[config.mk]
export PLATFORM = sky130hd
export DESIGN_NAME = rsdg_runtime_regs
export DESIGN_NICKNAME = d
export VERILOG_FILES = /design/src/rsdg_pkg.sv /design/src/rsdg_runtime_regs.sv /design/src/rsdg_shadow.sv /design/src/rsdg_pin_cell.sv
export SDC_FILE = /design/constraint.sdc
export NUM_CORES = 1
export LEC_CHECK = 0
export ABC_AREA = 1
export BUFFER_PORTS_ARGS = -buffer_cell sky130_fd_sc_hd__buf_2
export CAP_MARGIN = 20
export CORE_MARGIN = 3
export CORE_UTILIZATION = 46
export DETAILED_ROUTE_END_ITERATION = 6
export GPL_ROUTABILITY_DRIVEN = 0
export PLACE_DENSITY = 0.81
export SYNTH_ARGS = -nofsm -noshare
export SYNTH_HDL_FRONTEND = slang
export SYNTH_SLANG_ARGS = --single-unit
[constraint.sdc]
create_clock -name clk -period 1.8 [get_ports clk]
set_clock_uncertainty 0.15 [all_clocks]
set_input_delay 0.45 -clock clk [delete_from_list [all_inputs] [get_ports clk]]
set_output_delay 0.45 -clock clk [all_outputs]
set_load 0.05 [all_outputs]
[src/rsdg_pkg.sv]
package rsdg_pkg;

    // Bus geometry
    localparam int ADR_W = 8;
    localparam int DAT_W = 32;
    localparam int REG_W = 8;
    localparam int IDX_W = 6;

    // Register indices; byte address is four times the index
    localparam logic [5:0] IDX_FLOPPY_RATE = 6'h1F;
    localparam logic [5:0] IDX_UART_A_FCR = 6'h20;
    localparam logic [5:0] IDX_UART_B_FCR = 6'h21;
    localparam logic [5:0] IDX_FUNC_DIS = 6'h22;
    localparam logic [5:0] IDX_JOY_B1_CFG = 6'h23;
    localparam logic [5:0] IDX_JOY_B2_CFG = 6'h24;

    // Reset values
    localparam logic [7:0] SHADOW_RST = 8'h00;
    localparam logic [7:0] FUNC_DIS_RST = 8'h00;
    localparam logic [7:0] PIN_CFG_RST = 8'h01;

    // Implemented bits; reserved positions read as zero
    localparam logic [7:0] FLOPPY_RATE_MASK = 8'hDF;
    localparam logic [7:0] FCR_MASK = 8'hCF;
    localparam logic [7:0] FUNC_DIS_MASK = 8'hF9;
    localparam logic [7:0] PIN_CFG_MASK = 8'h87;

    // Function disable fields
    localparam int DIS_WP = 0;
    localparam int DIS_FLOPPY = 3;
    localparam int DIS_MIDI = 4;
    localparam int DIS_UART_B = 5;
    localparam int DIS_UART_A = 6;
    localparam int DIS_PAR = 7;

    // Pin configuration fields
    localparam int CFG_DIR = 0;
    localparam int CFG_POL = 1;
    localparam int CFG_ALT = 2;
    localparam int CFG_OD = 7;

    // Bus slave states
    typedef enum logic [0:0] {
        RSDG_IDLE = 1'b0,
        RSDG_ACK = 1'b1
    } rsdg_bus_e;

endpackage

[src/rsdg_runtime_regs.sv]
// Behaviour
// - Index 1F reads floppy rate, precompensation, power down, soft reset.
// - Index 20 mirrors first UART FIFO control; bits 5:4 reserved.
// - Index 21 mirrors second UART FIFO control with the same layout.
// - A clear disable bit 7..3 leaves the function to its activate bit.
// - A set disable bit 7..3 disables that function whatever its activate.
// - Function disable register resets to 00.
// - Disable bit 0 forces floppy write protect over pin and force bit.
// - Protect is OR of selects gated by force, protect pin, bit 0.
// - Disable bits 2:1 are reserved and read zero.
// - Disable bit 3 turns the floppy core off.
// - Disable bit 4 turns the MIDI port off; clear has no effect.
// - Disable bit 5 turns the second UART off.
// - Disable bit 6 turns the first UART off.
// - Disable bit 7 governs the parallel port.
// - Pin config bit 0: one is input, zero is output.
// - Pin config bit 1: one inverts the pin value.
// - Pin config bit 7: one open drain, zero push-pull; 6:3 reserved.
// - Index 23 bit 2 routes its pin to joystick button one.
// - Index 24 bit 2 routes its pin to joystick button two.
// - Both pin config registers reset to 01.
//
// The Wishbone interface to the registers was left to the implementer.
`timescale 1ns/1ps
`default_nettype none

module rsdg_runtime_regs (
    input wire logic clk, // 200 MHz system clock
    input wire logic rst_b, // Standby power-on reset, active low
    input wire logic wb_cyc_i, // Wishbone cycle
    input wire logic wb_stb_i, // Wishbone strobe
    input wire logic wb_we_i, // Wishbone write enable
    input wire logic [7:0] wb_adr_i, // Wishbone byte address
    input wire logic [3:0] wb_sel_i, // Wishbone byte lanes
    input wire logic [31:0] wb_dat_i, // Wishbone write data
    output logic [31:0] wb_dat_o, // Wishbone read data
    output logic wb_ack_o, // Wishbone acknowledge
    input wire logic floppy_rate_wr, // Floppy rate register written
    input wire logic [7:0] floppy_rate_wdata, // Floppy rate value
    input wire logic uart_a_fcr_wr, // First UART FIFO control written
    input wire logic [7:0] uart_a_fcr_wdata, // First UART FIFO value
    input wire logic uart_b_fcr_wr, // Second UART FIFO control written
    input wire logic [7:0] uart_b_fcr_wdata, // Second UART FIFO value
    input wire logic floppy_activate, // Floppy activate bit
    input wire logic midi_activate, // MIDI port activate bit
    input wire logic uart_b_activate, // Second UART activate bit
    input wire logic uart_a_activate, // First UART activate bit
    input wire logic parallel_activate, // Parallel port activate bit
    input wire logic force_write_protect, // Forced protect config bit
    input wire logic drive_select_a_n, // Drive select 0, active low
    input wire logic drive_select_b_n, // Drive select 1, active low
    input wire logic write_protect_n, // Drive protect pin, active low
    output logic floppy_wp_core_n, // Protect to floppy core, low
    output logic floppy_enable, // Floppy core enabled
    output logic midi_enable, // MIDI port enabled
    output logic uart_b_enable, // Second UART enabled
    output logic uart_a_enable, // First UART enabled
    output logic parallel_enable, // Parallel port enabled
    input wire logic [1:0] gpio_pin_i, // Pin levels
    output logic [1:0] gpio_pin_o, // Pin output levels
    output logic [1:0] gpio_pin_oe, // Pin output enables
    input wire logic [1:0] gpio_drive_val, // Values to drive
    output logic [1:0] gpio_read_val, // Pin values as plain input
    output logic joy1_button_a, // Joystick 1 button 1
    output logic joy1_button_b // Joystick 1 button 2
);

    typedef struct packed {
        rsdg_pkg::rsdg_bus_e bus_st;
        logic ack;
        logic [7:0] rdata;
        logic [7:0] func_dis;
        logic [7:0] cfg_b1;
        logic [7:0] cfg_b2;
        logic [4:0] enables;
        logic wp_core_n;
    } rsdg_top_s;

    rsdg_top_s state_q;
    rsdg_top_s state_d;
    logic [7:0] sh_rate;
    logic [7:0] sh_uart_a;
    logic [7:0] sh_uart_b;
    logic [5:0] idx;
    logic take;
    logic wr_lane;
    logic [7:0] rd_val;
    logic protect;

    // Shadows of write-only sources
    rsdg_shadow #(
        .RST_VAL(rsdg_pkg::SHADOW_RST),
        .MASK(rsdg_pkg::FLOPPY_RATE_MASK)
    ) u_rate_shadow (
        .clk(clk),
        .rst_b(rst_b),
        .load(floppy_rate_wr),
        .value(floppy_rate_wdata),
        .shadow(sh_rate)
    );

    rsdg_shadow #(
        .RST_VAL(rsdg_pkg::SHADOW_RST),
        .MASK(rsdg_pkg::FCR_MASK)
    ) u_uart_a_shadow (
        .clk(clk),
        .rst_b(rst_b),
        .load(uart_a_fcr_wr),
        .value(uart_a_fcr_wdata),
        .shadow(sh_uart_a)
    );

    rsdg_shadow #(
        .RST_VAL(rsdg_pkg::SHADOW_RST),
        .MASK(rsdg_pkg::FCR_MASK)
    ) u_uart_b_shadow (
        .clk(clk),
        .rst_b(rst_b),
        .load(uart_b_fcr_wr),
        .value(uart_b_fcr_wdata),
        .shadow(sh_uart_b)
    );

    // Pad cells driven by the two config registers
    rsdg_pin_cell u_pin_b1 (
        .clk(clk),
        .rst_b(rst_b),
        .cfg(state_q.cfg_b1),
        .drive_val(gpio_drive_val[0]),
        .pin_i(gpio_pin_i[0]),
        .pin_o(gpio_pin_o[0]),
        .pin_oe(gpio_pin_oe[0]),
        .read_val(gpio_read_val[0]),
        .alt_val(joy1_button_a)
    );

    rsdg_pin_cell u_pin_b2 (
        .clk(clk),
        .rst_b(rst_b),
        .cfg(state_q.cfg_b2),
        .drive_val(gpio_drive_val[1]),
        .pin_i(gpio_pin_i[1]),
        .pin_o(gpio_pin_o[1]),
        .pin_oe(gpio_pin_oe[1]),
        .read_val(gpio_read_val[1]),
        .alt_val(joy1_button_b)
    );

    // Bus decode; only the low byte lane carries register data
    assign idx = wb_adr_i[7:2];
    assign take = (state_q.bus_st == rsdg_pkg::RSDG_IDLE)
        && wb_cyc_i && wb_stb_i;
    assign wr_lane = wb_we_i && wb_sel_i[0];

    // Read mux; unmapped indices answer zero rather than error
    always_comb begin
        case (idx)
            rsdg_pkg::IDX_FLOPPY_RATE: rd_val = sh_rate;
            rsdg_pkg::IDX_UART_A_FCR: rd_val = sh_uart_a;
            rsdg_pkg::IDX_UART_B_FCR: rd_val = sh_uart_b;
            rsdg_pkg::IDX_FUNC_DIS: rd_val = state_q.func_dis;
            rsdg_pkg::IDX_JOY_B1_CFG: rd_val = state_q.cfg_b1;
            rsdg_pkg::IDX_JOY_B2_CFG: rd_val = state_q.cfg_b2;
            default: rd_val = 8'h00;
        endcase
    end

    // Write protect to the core, asserted-high terms ORed
    assign protect = (!drive_select_a_n && force_write_protect)
        || (!drive_select_b_n && force_write_protect)
        || !write_protect_n
        || state_q.func_dis[rsdg_pkg::DIS_WP];

    // Next state: bus slave, register writes, function gating
    always_comb begin
        state_d = state_q;
        state_d.ack = 1'b0;
        case (state_q.bus_st)
            rsdg_pkg::RSDG_IDLE: begin
                if (take) begin
                    state_d.bus_st = rsdg_pkg::RSDG_ACK;
                    state_d.ack = 1'b1;
                    state_d.rdata = wb_we_i ? 8'h00 : rd_val;
                    if (wr_lane) begin
                        // Shadow indices are read-only; writes fall away
                        case (idx)
                            rsdg_pkg::IDX_FUNC_DIS: begin
                                state_d.func_dis = wb_dat_i[7:0]
                                    & rsdg_pkg::FUNC_DIS_MASK;
                            end
                            rsdg_pkg::IDX_JOY_B1_CFG: begin
                                state_d.cfg_b1 = wb_dat_i[7:0]
                                    & rsdg_pkg::PIN_CFG_MASK;
                            end
                            rsdg_pkg::IDX_JOY_B2_CFG: begin
                                state_d.cfg_b2 = wb_dat_i[7:0]
                                    & rsdg_pkg::PIN_CFG_MASK;
                            end
                            default: begin
                                state_d.func_dis = state_q.func_dis;
                            end
                        endcase
                    end
                end
            end
            rsdg_pkg::RSDG_ACK: begin
                // One idle cycle between answers avoids double takes
                state_d.bus_st = rsdg_pkg::RSDG_IDLE;
            end
            default: begin
                state_d.bus_st = rsdg_pkg::RSDG_IDLE;
            end
        endcase
        // Disable bits override activate bits; clear means pass
        state_d.enables[0] = floppy_activate
            && !state_q.func_dis[rsdg_pkg::DIS_FLOPPY];
        state_d.enables[1] = midi_activate
            && !state_q.func_dis[rsdg_pkg::DIS_MIDI];
        state_d.enables[2] = uart_b_activate
            && !state_q.func_dis[rsdg_pkg::DIS_UART_B];
        state_d.enables[3] = uart_a_activate
            && !state_q.func_dis[rsdg_pkg::DIS_UART_A];
        state_d.enables[4] = parallel_activate
            && !state_q.func_dis[rsdg_pkg::DIS_PAR];
        state_d.wp_core_n = !protect;
    end

    // State register, defaults on standby power-on reset
    always_ff @(posedge clk or negedge rst_b) begin
        if (!rst_b) begin
            state_q.bus_st <= rsdg_pkg::RSDG_IDLE;
            state_q.ack <= 1'b0;
            state_q.rdata <= 8'h00;
            state_q.func_dis <= rsdg_pkg::FUNC_DIS_RST;
            state_q.cfg_b1 <= rsdg_pkg::PIN_CFG_RST;
            state_q.cfg_b2 <= rsdg_pkg::PIN_CFG_RST;
            state_q.enables <= 5'h00;
            state_q.wp_core_n <= 1'b1;
        end else begin
            state_q <= state_d;
        end
    end

    // Outputs straight from flops
    assign wb_ack_o = state_q.ack;
    assign wb_dat_o = {24'h000000, state_q.rdata};
    assign floppy_enable = state_q.enables[0];
    assign midi_enable = state_q.enables[1];
    assign uart_b_enable = state_q.enables[2];
    assign uart_a_enable = state_q.enables[3];
    assign parallel_enable = state_q.enables[4];
    assign floppy_wp_core_n = state_q.wp_core_n;

    // Checks
    property p_rate_shadow;
        @(posedge clk) disable iff (!rst_b)
        floppy_rate_wr |=> sh_rate == ($past(floppy_rate_wdata)
            & rsdg_pkg::FLOPPY_RATE_MASK);
    endproperty
    a_rate_shadow: assert property (p_rate_shadow)
        else $error("floppy rate shadow missed its write");

    property p_uart_a_shadow;
        @(posedge clk) disable iff (!rst_b)
        uart_a_fcr_wr |=> sh_uart_a[7:6] == $past(uart_a_fcr_wdata[7:6])
            && sh_uart_a[5:4] == 2'h0;
    endproperty
    a_uart_a_shadow: assert property (p_uart_a_shadow)
        else $error("first uart shadow wrong");

    property p_uart_b_shadow;
        @(posedge clk) disable iff (!rst_b)
        uart_b_fcr_wr ##1 !uart_b_fcr_wr |=> sh_uart_b
            == ($past(uart_b_fcr_wdata, 2) & rsdg_pkg::FCR_MASK);
    endproperty
    a_uart_b_shadow: assert property (p_uart_b_shadow)
        else $error("second uart shadow not held");

    property p_dis_pass;
        @(posedge clk) disable iff (!rst_b)
        rst_b && !state_q.func_dis[rsdg_pkg::DIS_FLOPPY]
            |=> floppy_enable == $past(floppy_activate);
    endproperty
    a_dis_pass: assert property (p_dis_pass)
        else $error("floppy enable ignores activate bit");

    property p_dis_force;
        @(posedge clk) disable iff (!rst_b)
        state_q.func_dis[rsdg_pkg::DIS_UART_A]
            && state_q.func_dis[rsdg_pkg::DIS_PAR]
            |=> !uart_a_enable && !parallel_enable;
    endproperty
    a_dis_force: assert property (p_dis_force)
        else $error("disabled function still enabled");

    property p_midi_off;
        @(posedge clk) disable iff (!rst_b)
        state_q.func_dis[rsdg_pkg::DIS_MIDI]
            && state_q.func_dis[rsdg_pkg::DIS_UART_B]
            |=> !midi_enable && !uart_b_enable;
    endproperty
    a_midi_off: assert property (p_midi_off)
        else $error("midi or second uart not disabled");

    property p_reset_vals;
        @(posedge clk) disable iff (!rst_b)
        !$past(rst_b) |-> state_q.func_dis == rsdg_pkg::FUNC_DIS_RST
            && state_q.cfg_b1 == rsdg_pkg::PIN_CFG_RST
            && state_q.cfg_b2 == rsdg_pkg::PIN_CFG_RST;
    endproperty
    a_reset_vals: assert property (p_reset_vals)
        else $error("register default wrong after reset");

    property p_wp_force;
        @(posedge clk) disable iff (!rst_b)
        state_q.func_dis[rsdg_pkg::DIS_WP] |=> !floppy_wp_core_n;
    endproperty
    a_wp_force: assert property (p_wp_force)
        else $error("disable bit 0 did not protect");

    property p_wp_or;
        @(posedge clk) disable iff (!rst_b)
        write_protect_n && !force_write_protect
            && !state_q.func_dis[rsdg_pkg::DIS_WP] |=> floppy_wp_core_n;
    endproperty
    a_wp_or: assert property (p_wp_or)
        else $error("protect asserted with no cause");

    property p_rsvd_zero;
        @(posedge clk) disable iff (!rst_b)
        state_q.func_dis[2:1] == 2'h0 && state_q.cfg_b1[6:3] == 4'h0;
    endproperty
    a_rsvd_zero: assert property (p_rsvd_zero)
        else $error("reserved bits not zero");

    property p_pin_input;
        @(posedge clk) disable iff (!rst_b)
        state_q.cfg_b1[rsdg_pkg::CFG_DIR] |=> !gpio_pin_oe[0];
    endproperty
    a_pin_input: assert property (p_pin_input)
        else $error("input pin is driven");

    property p_pin_pol;
        @(posedge clk) disable iff (!rst_b)
        !state_q.cfg_b2[rsdg_pkg::CFG_ALT] |=> gpio_read_val[1]
            == ($past(gpio_pin_i[1]) ^ $past(state_q.cfg_b2[1]));
    endproperty
    a_pin_pol: assert property (p_pin_pol)
        else $error("pin polarity not applied");

    property p_joy_route;
        @(posedge clk) disable iff (!rst_b)
        state_q.cfg_b1[rsdg_pkg::CFG_ALT] |=> joy1_button_a
            == ($past(gpio_pin_i[0]) ^ $past(state_q.cfg_b1[1]));
    endproperty
    a_joy_route: assert property (p_joy_route)
        else $error("joystick button 1 not routed");

    property p_joy_off;
        @(posedge clk) disable iff (!rst_b)
        !state_q.cfg_b2[rsdg_pkg::CFG_ALT] |=> !joy1_button_b;
    endproperty
    a_joy_off: assert property (p_joy_off)
        else $error("joystick button 2 routed in gpio mode");

    property p_ack_pulse;
        @(posedge clk) disable iff (!rst_b)
        wb_cyc_i && wb_stb_i && !wb_ack_o |=> wb_ack_o ##1 !wb_ack_o;
    endproperty
    a_ack_pulse: assert property (p_ack_pulse)
        else $error("ack is not a one cycle answer");

    c_dis_write: cover property (@(posedge clk) disable iff (!rst_b)
        take && wr_lane && idx == rsdg_pkg::IDX_FUNC_DIS);
    c_shadow_read: cover property (@(posedge clk) disable iff (!rst_b)
        take && !wb_we_i && idx == rsdg_pkg::IDX_FLOPPY_RATE);
    c_joy_alt: cover property (@(posedge clk) disable iff (!rst_b)
        state_q.cfg_b1[rsdg_pkg::CFG_ALT] ##1 joy1_button_a);
    c_open_drain: cover property (@(posedge clk) disable iff (!rst_b)
        state_q.cfg_b2[rsdg_pkg::CFG_OD] && gpio_pin_oe[1]);

endmodule

`default_nettype wire

[src/rsdg_shadow.sv]
`timescale 1ns/1ps
`default_nettype none

module rsdg_shadow #(
    parameter logic [7:0] RST_VAL = 8'h00,
    parameter logic [7:0] MASK = 8'hFF
) (
    input wire logic clk, // System clock
    input wire logic rst_b, // Async reset, active low
    input wire logic load, // Source register written
    input wire logic [7:0] value, // Value written to source
    output logic [7:0] shadow // Copy for read-back
);

    typedef struct packed {
        logic [7:0] val;
    } rsdg_shadow_s;

    rsdg_shadow_s state_q;
    rsdg_shadow_s state_d;

    // Capture last written value, reserved bits dropped
    always_comb begin
        state_d = state_q;
        if (load) begin
            state_d.val = value & MASK;
        end
    end

    // State register
    always_ff @(posedge clk or negedge rst_b) begin
        if (!rst_b) begin
            state_q <= '{val: RST_VAL};
        end else begin
            state_q <= state_d;
        end
    end

    assign shadow = state_q.val;

endmodule

`default_nettype wire

[src/rsdg_pin_cell.sv]
`timescale 1ns/1ps
`default_nettype none

module rsdg_pin_cell (
    input wire logic clk, // System clock
    input wire logic rst_b, // Async reset, active low
    input wire logic [7:0] cfg, // Pin configuration register
    input wire logic drive_val, // Value to drive in output mode
    input wire logic pin_i, // Pin level
    output logic pin_o, // Pin output level
    output logic pin_oe, // Pin output enable, high drives
    output logic read_val, // Pin value seen as plain input
    output logic alt_val // Pin value routed to joystick
);

    typedef struct packed {
        logic pin_o;
        logic pin_oe;
        logic read_val;
        logic alt_val;
    } rsdg_pin_s;

    rsdg_pin_s state_q;
    rsdg_pin_s state_d;
    logic lvl;
    logic drive;

    // Pad logic; alternate function keeps the pad an input
    always_comb begin
        state_d = state_q;
        lvl = drive_val ^ cfg[rsdg_pkg::CFG_POL];
        drive = !cfg[rsdg_pkg::CFG_DIR] && !cfg[rsdg_pkg::CFG_ALT];
        state_d.pin_o = cfg[rsdg_pkg::CFG_OD] ? 1'b0 : lvl;
        state_d.pin_oe = drive && (cfg[rsdg_pkg::CFG_OD] ? !lvl : 1'b1);
        state_d.read_val = !cfg[rsdg_pkg::CFG_ALT]
            && (pin_i ^ cfg[rsdg_pkg::CFG_POL]);
        state_d.alt_val = cfg[rsdg_pkg::CFG_ALT]
            && (pin_i ^ cfg[rsdg_pkg::CFG_POL]);
    end

    // State register
    always_ff @(posedge clk or negedge rst_b) begin
        if (!rst_b) begin
            state_q <= '0;
        end else begin
            state_q <= state_d;
        end
    end

    assign pin_o = state_q.pin_o;
    assign pin_oe = state_q.pin_oe;
    assign read_val = state_q.read_val;
    assign alt_val = state_q.alt_val;

endmodule

`default_nettype wire

==> results.cfg, run 1 <==
[status]
status = finished clean

[final_layout]
final_cells = 450
antenna_cells = 0
ff_latch_area_um2 = 1410
areaGrowthSynthToFinish_pct = 14.7
fill_cells = 524
multi_input_area_um2 = 1030
layout-drive-gt1-share = 0.352
nets = 466
final_cell_area_um2 = 3190
final_util = 0.562

[floorplanning]
die_area_um2 = 7020
rows = 27
initial_core_util = 0.490
ios = 136
die_h_um = 83.8
chipWidth_um = 83.8
core-area_um2 = 5680

[drt]
drt_iter0_markers = 85
avgRoutedWirePerCell_um = 12.1
routed_wl_um = 5460
drcViolationCount = 0
vias = 2054
dr.pass1.iters = 4
vias_per_cell = 4.56
ant_nets = 0

[clock_tree]
cts_made_buffers = 5
post_cts_resized = 0
holdBufCountCts = 0
cts_tree = done
cts_setup_buffers = 0
cts.clk_slew.worst_paths_ns = 0.09
cts_buffer_depth = 2
clkLatencyLatePin_ns = 0.31
numClockSinks = 56
root_buffer = clkbuf_8
h-tree-depth = 2

[critical_path]
reg2reg_slack_ns = 0.31
crit_end = floppy_wp_core_n
max_stage_delay_ns = 0.52
r2r_start = wb_ack_o
worst-path-stages = 1
critPathMaxFanout = 1
worstSetupStartpointType = flip-flop
cp.arrival_ns = 1.08
startpoint = floppy_wp_core_n
setup.worst_path.class = flip-flop to output pin
regToRegEndpoint = state_q[25]
worstPathRequired_ns = 1.20
path_buf_inv = 1
path_cells = buf_2
cp_slowest_cell = dfstp_2
critPathCaptureType = output pin
reg2reg_depth = 6
critPathTopFamily = flip-flops

[timing]
min_period_ns = 1.68
tns_ns = 0
fin_crit_sh = 0.932
setup_viol = 0
clock.fmax_mhz = 596
rsz0062_at_grt = no
hold_viol = 0
drv_slew = 0

[logic_synthesis]
syn_inst = 306
synth-simple-area-share = 0.207
ys.warnings.count = 0
synth_area_um2 = 2780
synth.distinct_cells = 24
synth_fa_ha_area_frac = 0
synthMuxAreaShare = 0.0729
yosysTopAreaCellShare = 0.477
synth_top_cell_by_area = dfrtp_1
synthXorXnorAreaFrac = 0.0126
synth-seq-cells = 56
synth-compound-area-share = 0.0463
ys_seq_area_frac = 0.505
syn_avg_cell_area_um2 = 9.09
synth_top_family_by_area = simple AND/OR/NAND/NOR gates
synth_area_leaders = dfrtp_1 48%, buf_4 10%, nand2_1 8.9%

[grt]
first_global_vias = 1996
grt_overflow = 0
track_usage = 0.163
antenna_found_initial = 0
grt_max_degree = 30
grt_pass1_wl_um = 9180

[place]
hpwl_um = 4490
port_buffers = 77
placed_cells = 442
placed_area_um2 = 3080

[hold_path]
hp-class = input pin to async pin

[run]
drv_cap = 0

[power_and_ir_drop]
ir_drop_mv = 0.469
p_per_area_nw_per_um2 = 803
cellLeakagePower_nw = 1.78
finalPower_mw = 2.56
[per-layer routing]
metal	vias to the layer above	global-route usage	share of wire
li1	1040	-	-
met1	917	0.215	0.43
met2	86	0.257	0.46
met3	11	0.0454	0.087
met4	0	0.0599	0.020
met5	-	0	0
[worst register-to-register path, cell delays in order, from the launching register on]
cell and delay [ns]:
dfrtp_1 0.39, nor2_2 0.14, inv_2 0.12, nor2_1 0.16
nand2_2 0.21, nor2_1 0.18, a21oi_2 0.04
[cell families (layout without fill, tap and decap cells)]
group | after synthesis | count (layout)
other cells | 1 | 24
mux | 18 | 18
flops | 56 | 56
simple gates | 130 | 130
compound gates | 23 | 23
buf+inv | 74 | 123
xor+xnor | 4 | 4
[worst min-delay path by stage]
| stage | to | slack [ns] | cells past startpoint |
|---|---|---|---|
| 6_report | u_uart_b_shadow.shadow[2] | 0.005 | 2 |
| 3_3_place_gp | floppy_enable | 0.26 | 1 |
| 2_1_floorplan | floppy_enable | 0.004 | 0 |
| 3_5_place_dp | floppy_enable | 0.26 | 1 |
| 4_1_cts | u_pin_b2.alt_val | 0.008 | 2 |
| 5_1_grt | u_pin_b2.alt_val | 0.02 | 2 |
[power breakdown]
group | switching [mW] | internal [mW] | total [mW]
registers | 0.0355 | 1.32 | 1.36
clock network | 0.384 | 0.413 | 0.797
logic | 0.284 | 0.121 | 0.405
[synthesized netlist by cell type]
| library cell | instances |
|---|---|
| nand2_1 | 66 |
| dfrtp_1 | 53 |
| buf_4 | 38 |
| nor2_1 | 27 |
| inv_1 | 26 |
| nand3_1 | 19 |
| mux2_2 | 18 |
| o21ai_1 | 9 |
| o21ai_0 | 8 |
| nor2_2 | 7 |
| inv_2 | 5 |
| nand4_1 | 5 |
| xnor2_1 | 4 |
| a21oi_2 | 3 |
| clkbuf_1 | 3 |
| dfstp_2 | 3 |
| nand2_2 | 3 |
| a21oi_1 | 2 |
| nor2_4 | 2 |
| buf_2 | 1 |
| buf_6 | 1 |
| conb_1 | 1 |
| nor3_4 | 1 |
| o211ai_1 | 1 |
[flip-flops by register name (all words and copies together), names as in the netlist, 6 cells and up]
signal,count
state_q,14
u_uart_a_shadow.shadow,6
u_rate_shadow.shadow,7
u_uart_b_shadow.shadow,6
wb_dat_o,8
[area by class of cell]
class / instances / share of cell area
tap: 72 / 0.0282
inverter: 31 / 0.0365
clock inverter: 2 / 0.0110
sequential: 56 / 0.440
multi-input combinational: 199 / 0.324
clock buffer: 6 / 0.0227
timing repair buffer: 84 / 0.137
[placed cells by master, fill, tap and decap left out]
master | netlist | final
o211ai_1 | 1 | 1
a21oi_1 | 2 | 2
clkinv_2 | 0 | 1
nor2_2 | 7 | 7
clkbuf_1 | 3 | 1
buf_2 | 1 | 77
o21ai_1 | 9 | 9
bufinv_16 | 0 | 1
nand2_2 | 3 | 3
dfrtp_1 | 53 | 53
nand3_1 | 19 | 19
dfstp_2 | 3 | 3
xnor2_1 | 4 | 4
inv_1 | 26 | 26
mux2_2 | 18 | 18
o21ai_0 | 8 | 8
a21oi_2 | 3 | 3
clkbuf_8 | 0 | 5
nand4_1 | 5 | 5
buf_4 | 38 | 7
nand2_1 | 66 | 66
nor2_4 | 2 | 2
nor3_4 | 1 | 1
inv_2 | 5 | 5
conb_1 | 1 | 24
nor2_1 | 27 | 27
[stage by stage]
stage | hold slack [ns] | setup WS [ns]
final | 0.00481 | 0.122
after global routing | 0.0172 | 0.0736
after CTS | 0.00842 | 0.105
after detailed placement | 0.265 | 0.0665
after global placement | 0.260 | 0.0993
after floorplan | 0.00441 | 0.182
No activity file was read; power rests on OpenSTA's default activity.
==> run 2, diff against run 1 <==
- CORE_ASPECT_RATIO: default -> 1.4
- CTS_CLUSTER_DIAMETER: default -> 200
==> run 2 against run 1 <==
Hold slack better by 0.16 ns. Routed wire length decreased by 3.4%. Sequential share of layout area is 0.68 points lower. Final area up 1.6%. Critical path depth did not move. Setup slack improved by 0.00055 ns. Sequential power hardly changed. Non-clock buffer count rose by 2. Global-route usage down 0.88 points. Clock-buffer cell count is the same. Fmax is essentially flat. Critical path type unchanged.
==> results.cfg, run 2 (same netlist as run 1, synthesis figures left out) <==
[floorplanning]
ios = 136
rows = 32
chipWidth_um = 71.7
die_h_um = 98.0
die_area_um2 = 7030
initial_core_util = 0.489
core-area_um2 = 5690

[place]
port_buffers = 77
hpwl_um = 4370

[grt]
grt_pass1_wl_um = 8570
grt_overflow = 0
first_global_vias = 1995
track_usage = 0.154
antenna_found_initial = 0
grt_max_degree = 28

[final_layout]
ff_latch_area_um2 = 1410
largest-register = state_q
antenna_cells = 0
largest_register_ffs = 14
fill_cells = 534
nets = 468
layout-drive-gt1-share = 0.353
multi_input_area_um2 = 1030
areaGrowthSynthToFinish_pct = 16.5
final_cell_mix = 77 x buf_2, 66 x nand2_1, 53 x dfrtp_1
final_common_cell = buf_2

[critical_path]
worstPathRequired_ns = 1.20
critPathMaxFanout = 1
r2r_start = wb_ack_o
cp_slowest_cell = dfstp_2
worstSetupStartpointType = flip-flop
setup.worst_path.class = flip-flop to output pin
critPathTopFamily = flip-flops
reg2reg_depth = 6
path_buf_inv = 1
startpoint = floppy_wp_core_n
worst-path-stages = 1
path_cells = buf_2
critPathCaptureType = output pin
cp.arrival_ns = 1.08
max_stage_delay_ns = 0.52

[clock_tree]
numClockSinks = 56
cts.clk_slew.worst_paths_ns = 0.10
cts_made_buffers = 5
root_buffer = clkbuf_8
cts_tree = done
clkLatencyLatePin_ns = 0.31
holdBufCountCts = 1
h-tree-depth = 2
cts_buffer_depth = 2
cts_setup_buffers = 0
post_cts_resized = 0

[drt]
vias_per_cell = 4.65
dr.pass1.iters = 4
vias = 2083
avgRoutedWirePerCell_um = 11.8
ant_nets = 0
drt_iter0_markers = 82
drcViolationCount = 0
routed_wl_um = 5280

[timing]
min_period_ns = 1.68
fin_crit_sh = 0.932
drv_slew = 0
tns_ns = 0
hold_viol = 0
setup_viol = 0
hold_slack_ns = 0.168
rsz0062_at_grt = no
clock.fmax_mhz = 596

[hold_path]
hold_depth = 3
hp-class = input pin to flip-flop
worstHoldStart = write_protect_n

[run]
drv_cap = 0

[power_and_ir_drop]
ir_drop_mv = 0.703
intPower_mw = 2.01
power_switching_share = 0.260
p_comb_frac = 0.151
cellLeakagePower_nw = 1.80
p_clk_frac = 0.348
p_switching_mw = 0.703
seqPwrFrac = 0.502
finalPower_mw = 2.71
p_per_area_nw_per_um2 = 836

[status]
status = finished clean
==> run 2: cell count changes in the layout (fill, tap and decap cells not counted) <==
cell / delta
clkinv_2: -1
bufinv_16: +1
buf_12: +1
dlygate4sd3_1: +1
==> run 2: per-layer routing <==
layer	up-vias	share of wire	track usage	routed length, um
met2	81	0.51	0.272	2670
met5	-	0	0	0
met1	939	0.40	0.179	2100
met3	11	0.075	0.0330	398
li1	1052	-	-	-
met4	0	0.021	0.0608	110
==> run 2: through the flow <==
| step | instance area (um^2) | setup slack, ns | utilization | std cells |
|---|---|---|---|---|
| global placement | 3100 | 0.127 | 0.545 | 439 |
| global route | 3240 | 0.0972 | 0.570 | 448 |
| finish | 3240 | 0.122 | 0.570 | 448 |
| CTS | 3240 | 0.117 | 0.570 | 448 |
| floorplan | 2870 | 0.182 | - | 329 |
| detailed placement | 3100 | 0.0907 | 0.545 | 439 |
==> run 2: layout make-up <==
cell class,instances,share of cell area
clock buffers,6,0.0224
clock inverters,2,0.0185
inverters,31,0.0359
multi-input cells,199,0.319
flip-flops and latches,56,0.434
well taps,68,0.0263
repair buffers,86,0.144
==> run 2: worst paths after layout <==
check                              endpoint  slack (ns)
max                        floppy_wp_core_n        0.12
min                        floppy_wp_core_n        0.17
max reg2reg                     state_q[25]        0.30
min reg2reg                floppy_wp_core_n        0.29
max in group asynchronous  floppy_wp_core_n        0.50
min in group asynchronous    u_pin_b2.pin_o        0.43
==> run 2: power groups by stage <==
| stage | Combinational [mW] | Sequential (mW) | Clock, mW |
|---|---|---|---|
| after global routing | 0.442 | 1.37 | 1.02 |
| after global placement | 0.402 | 1.38 | 0 |
| after detailed placement | 0.409 | 1.39 | 0 |
| after floorplan | 0.291 | 1.41 | 0 |
| final | 0.408 | 1.36 | 0.942 |
| after CTS | 0.411 | 1.36 | 0.966 |
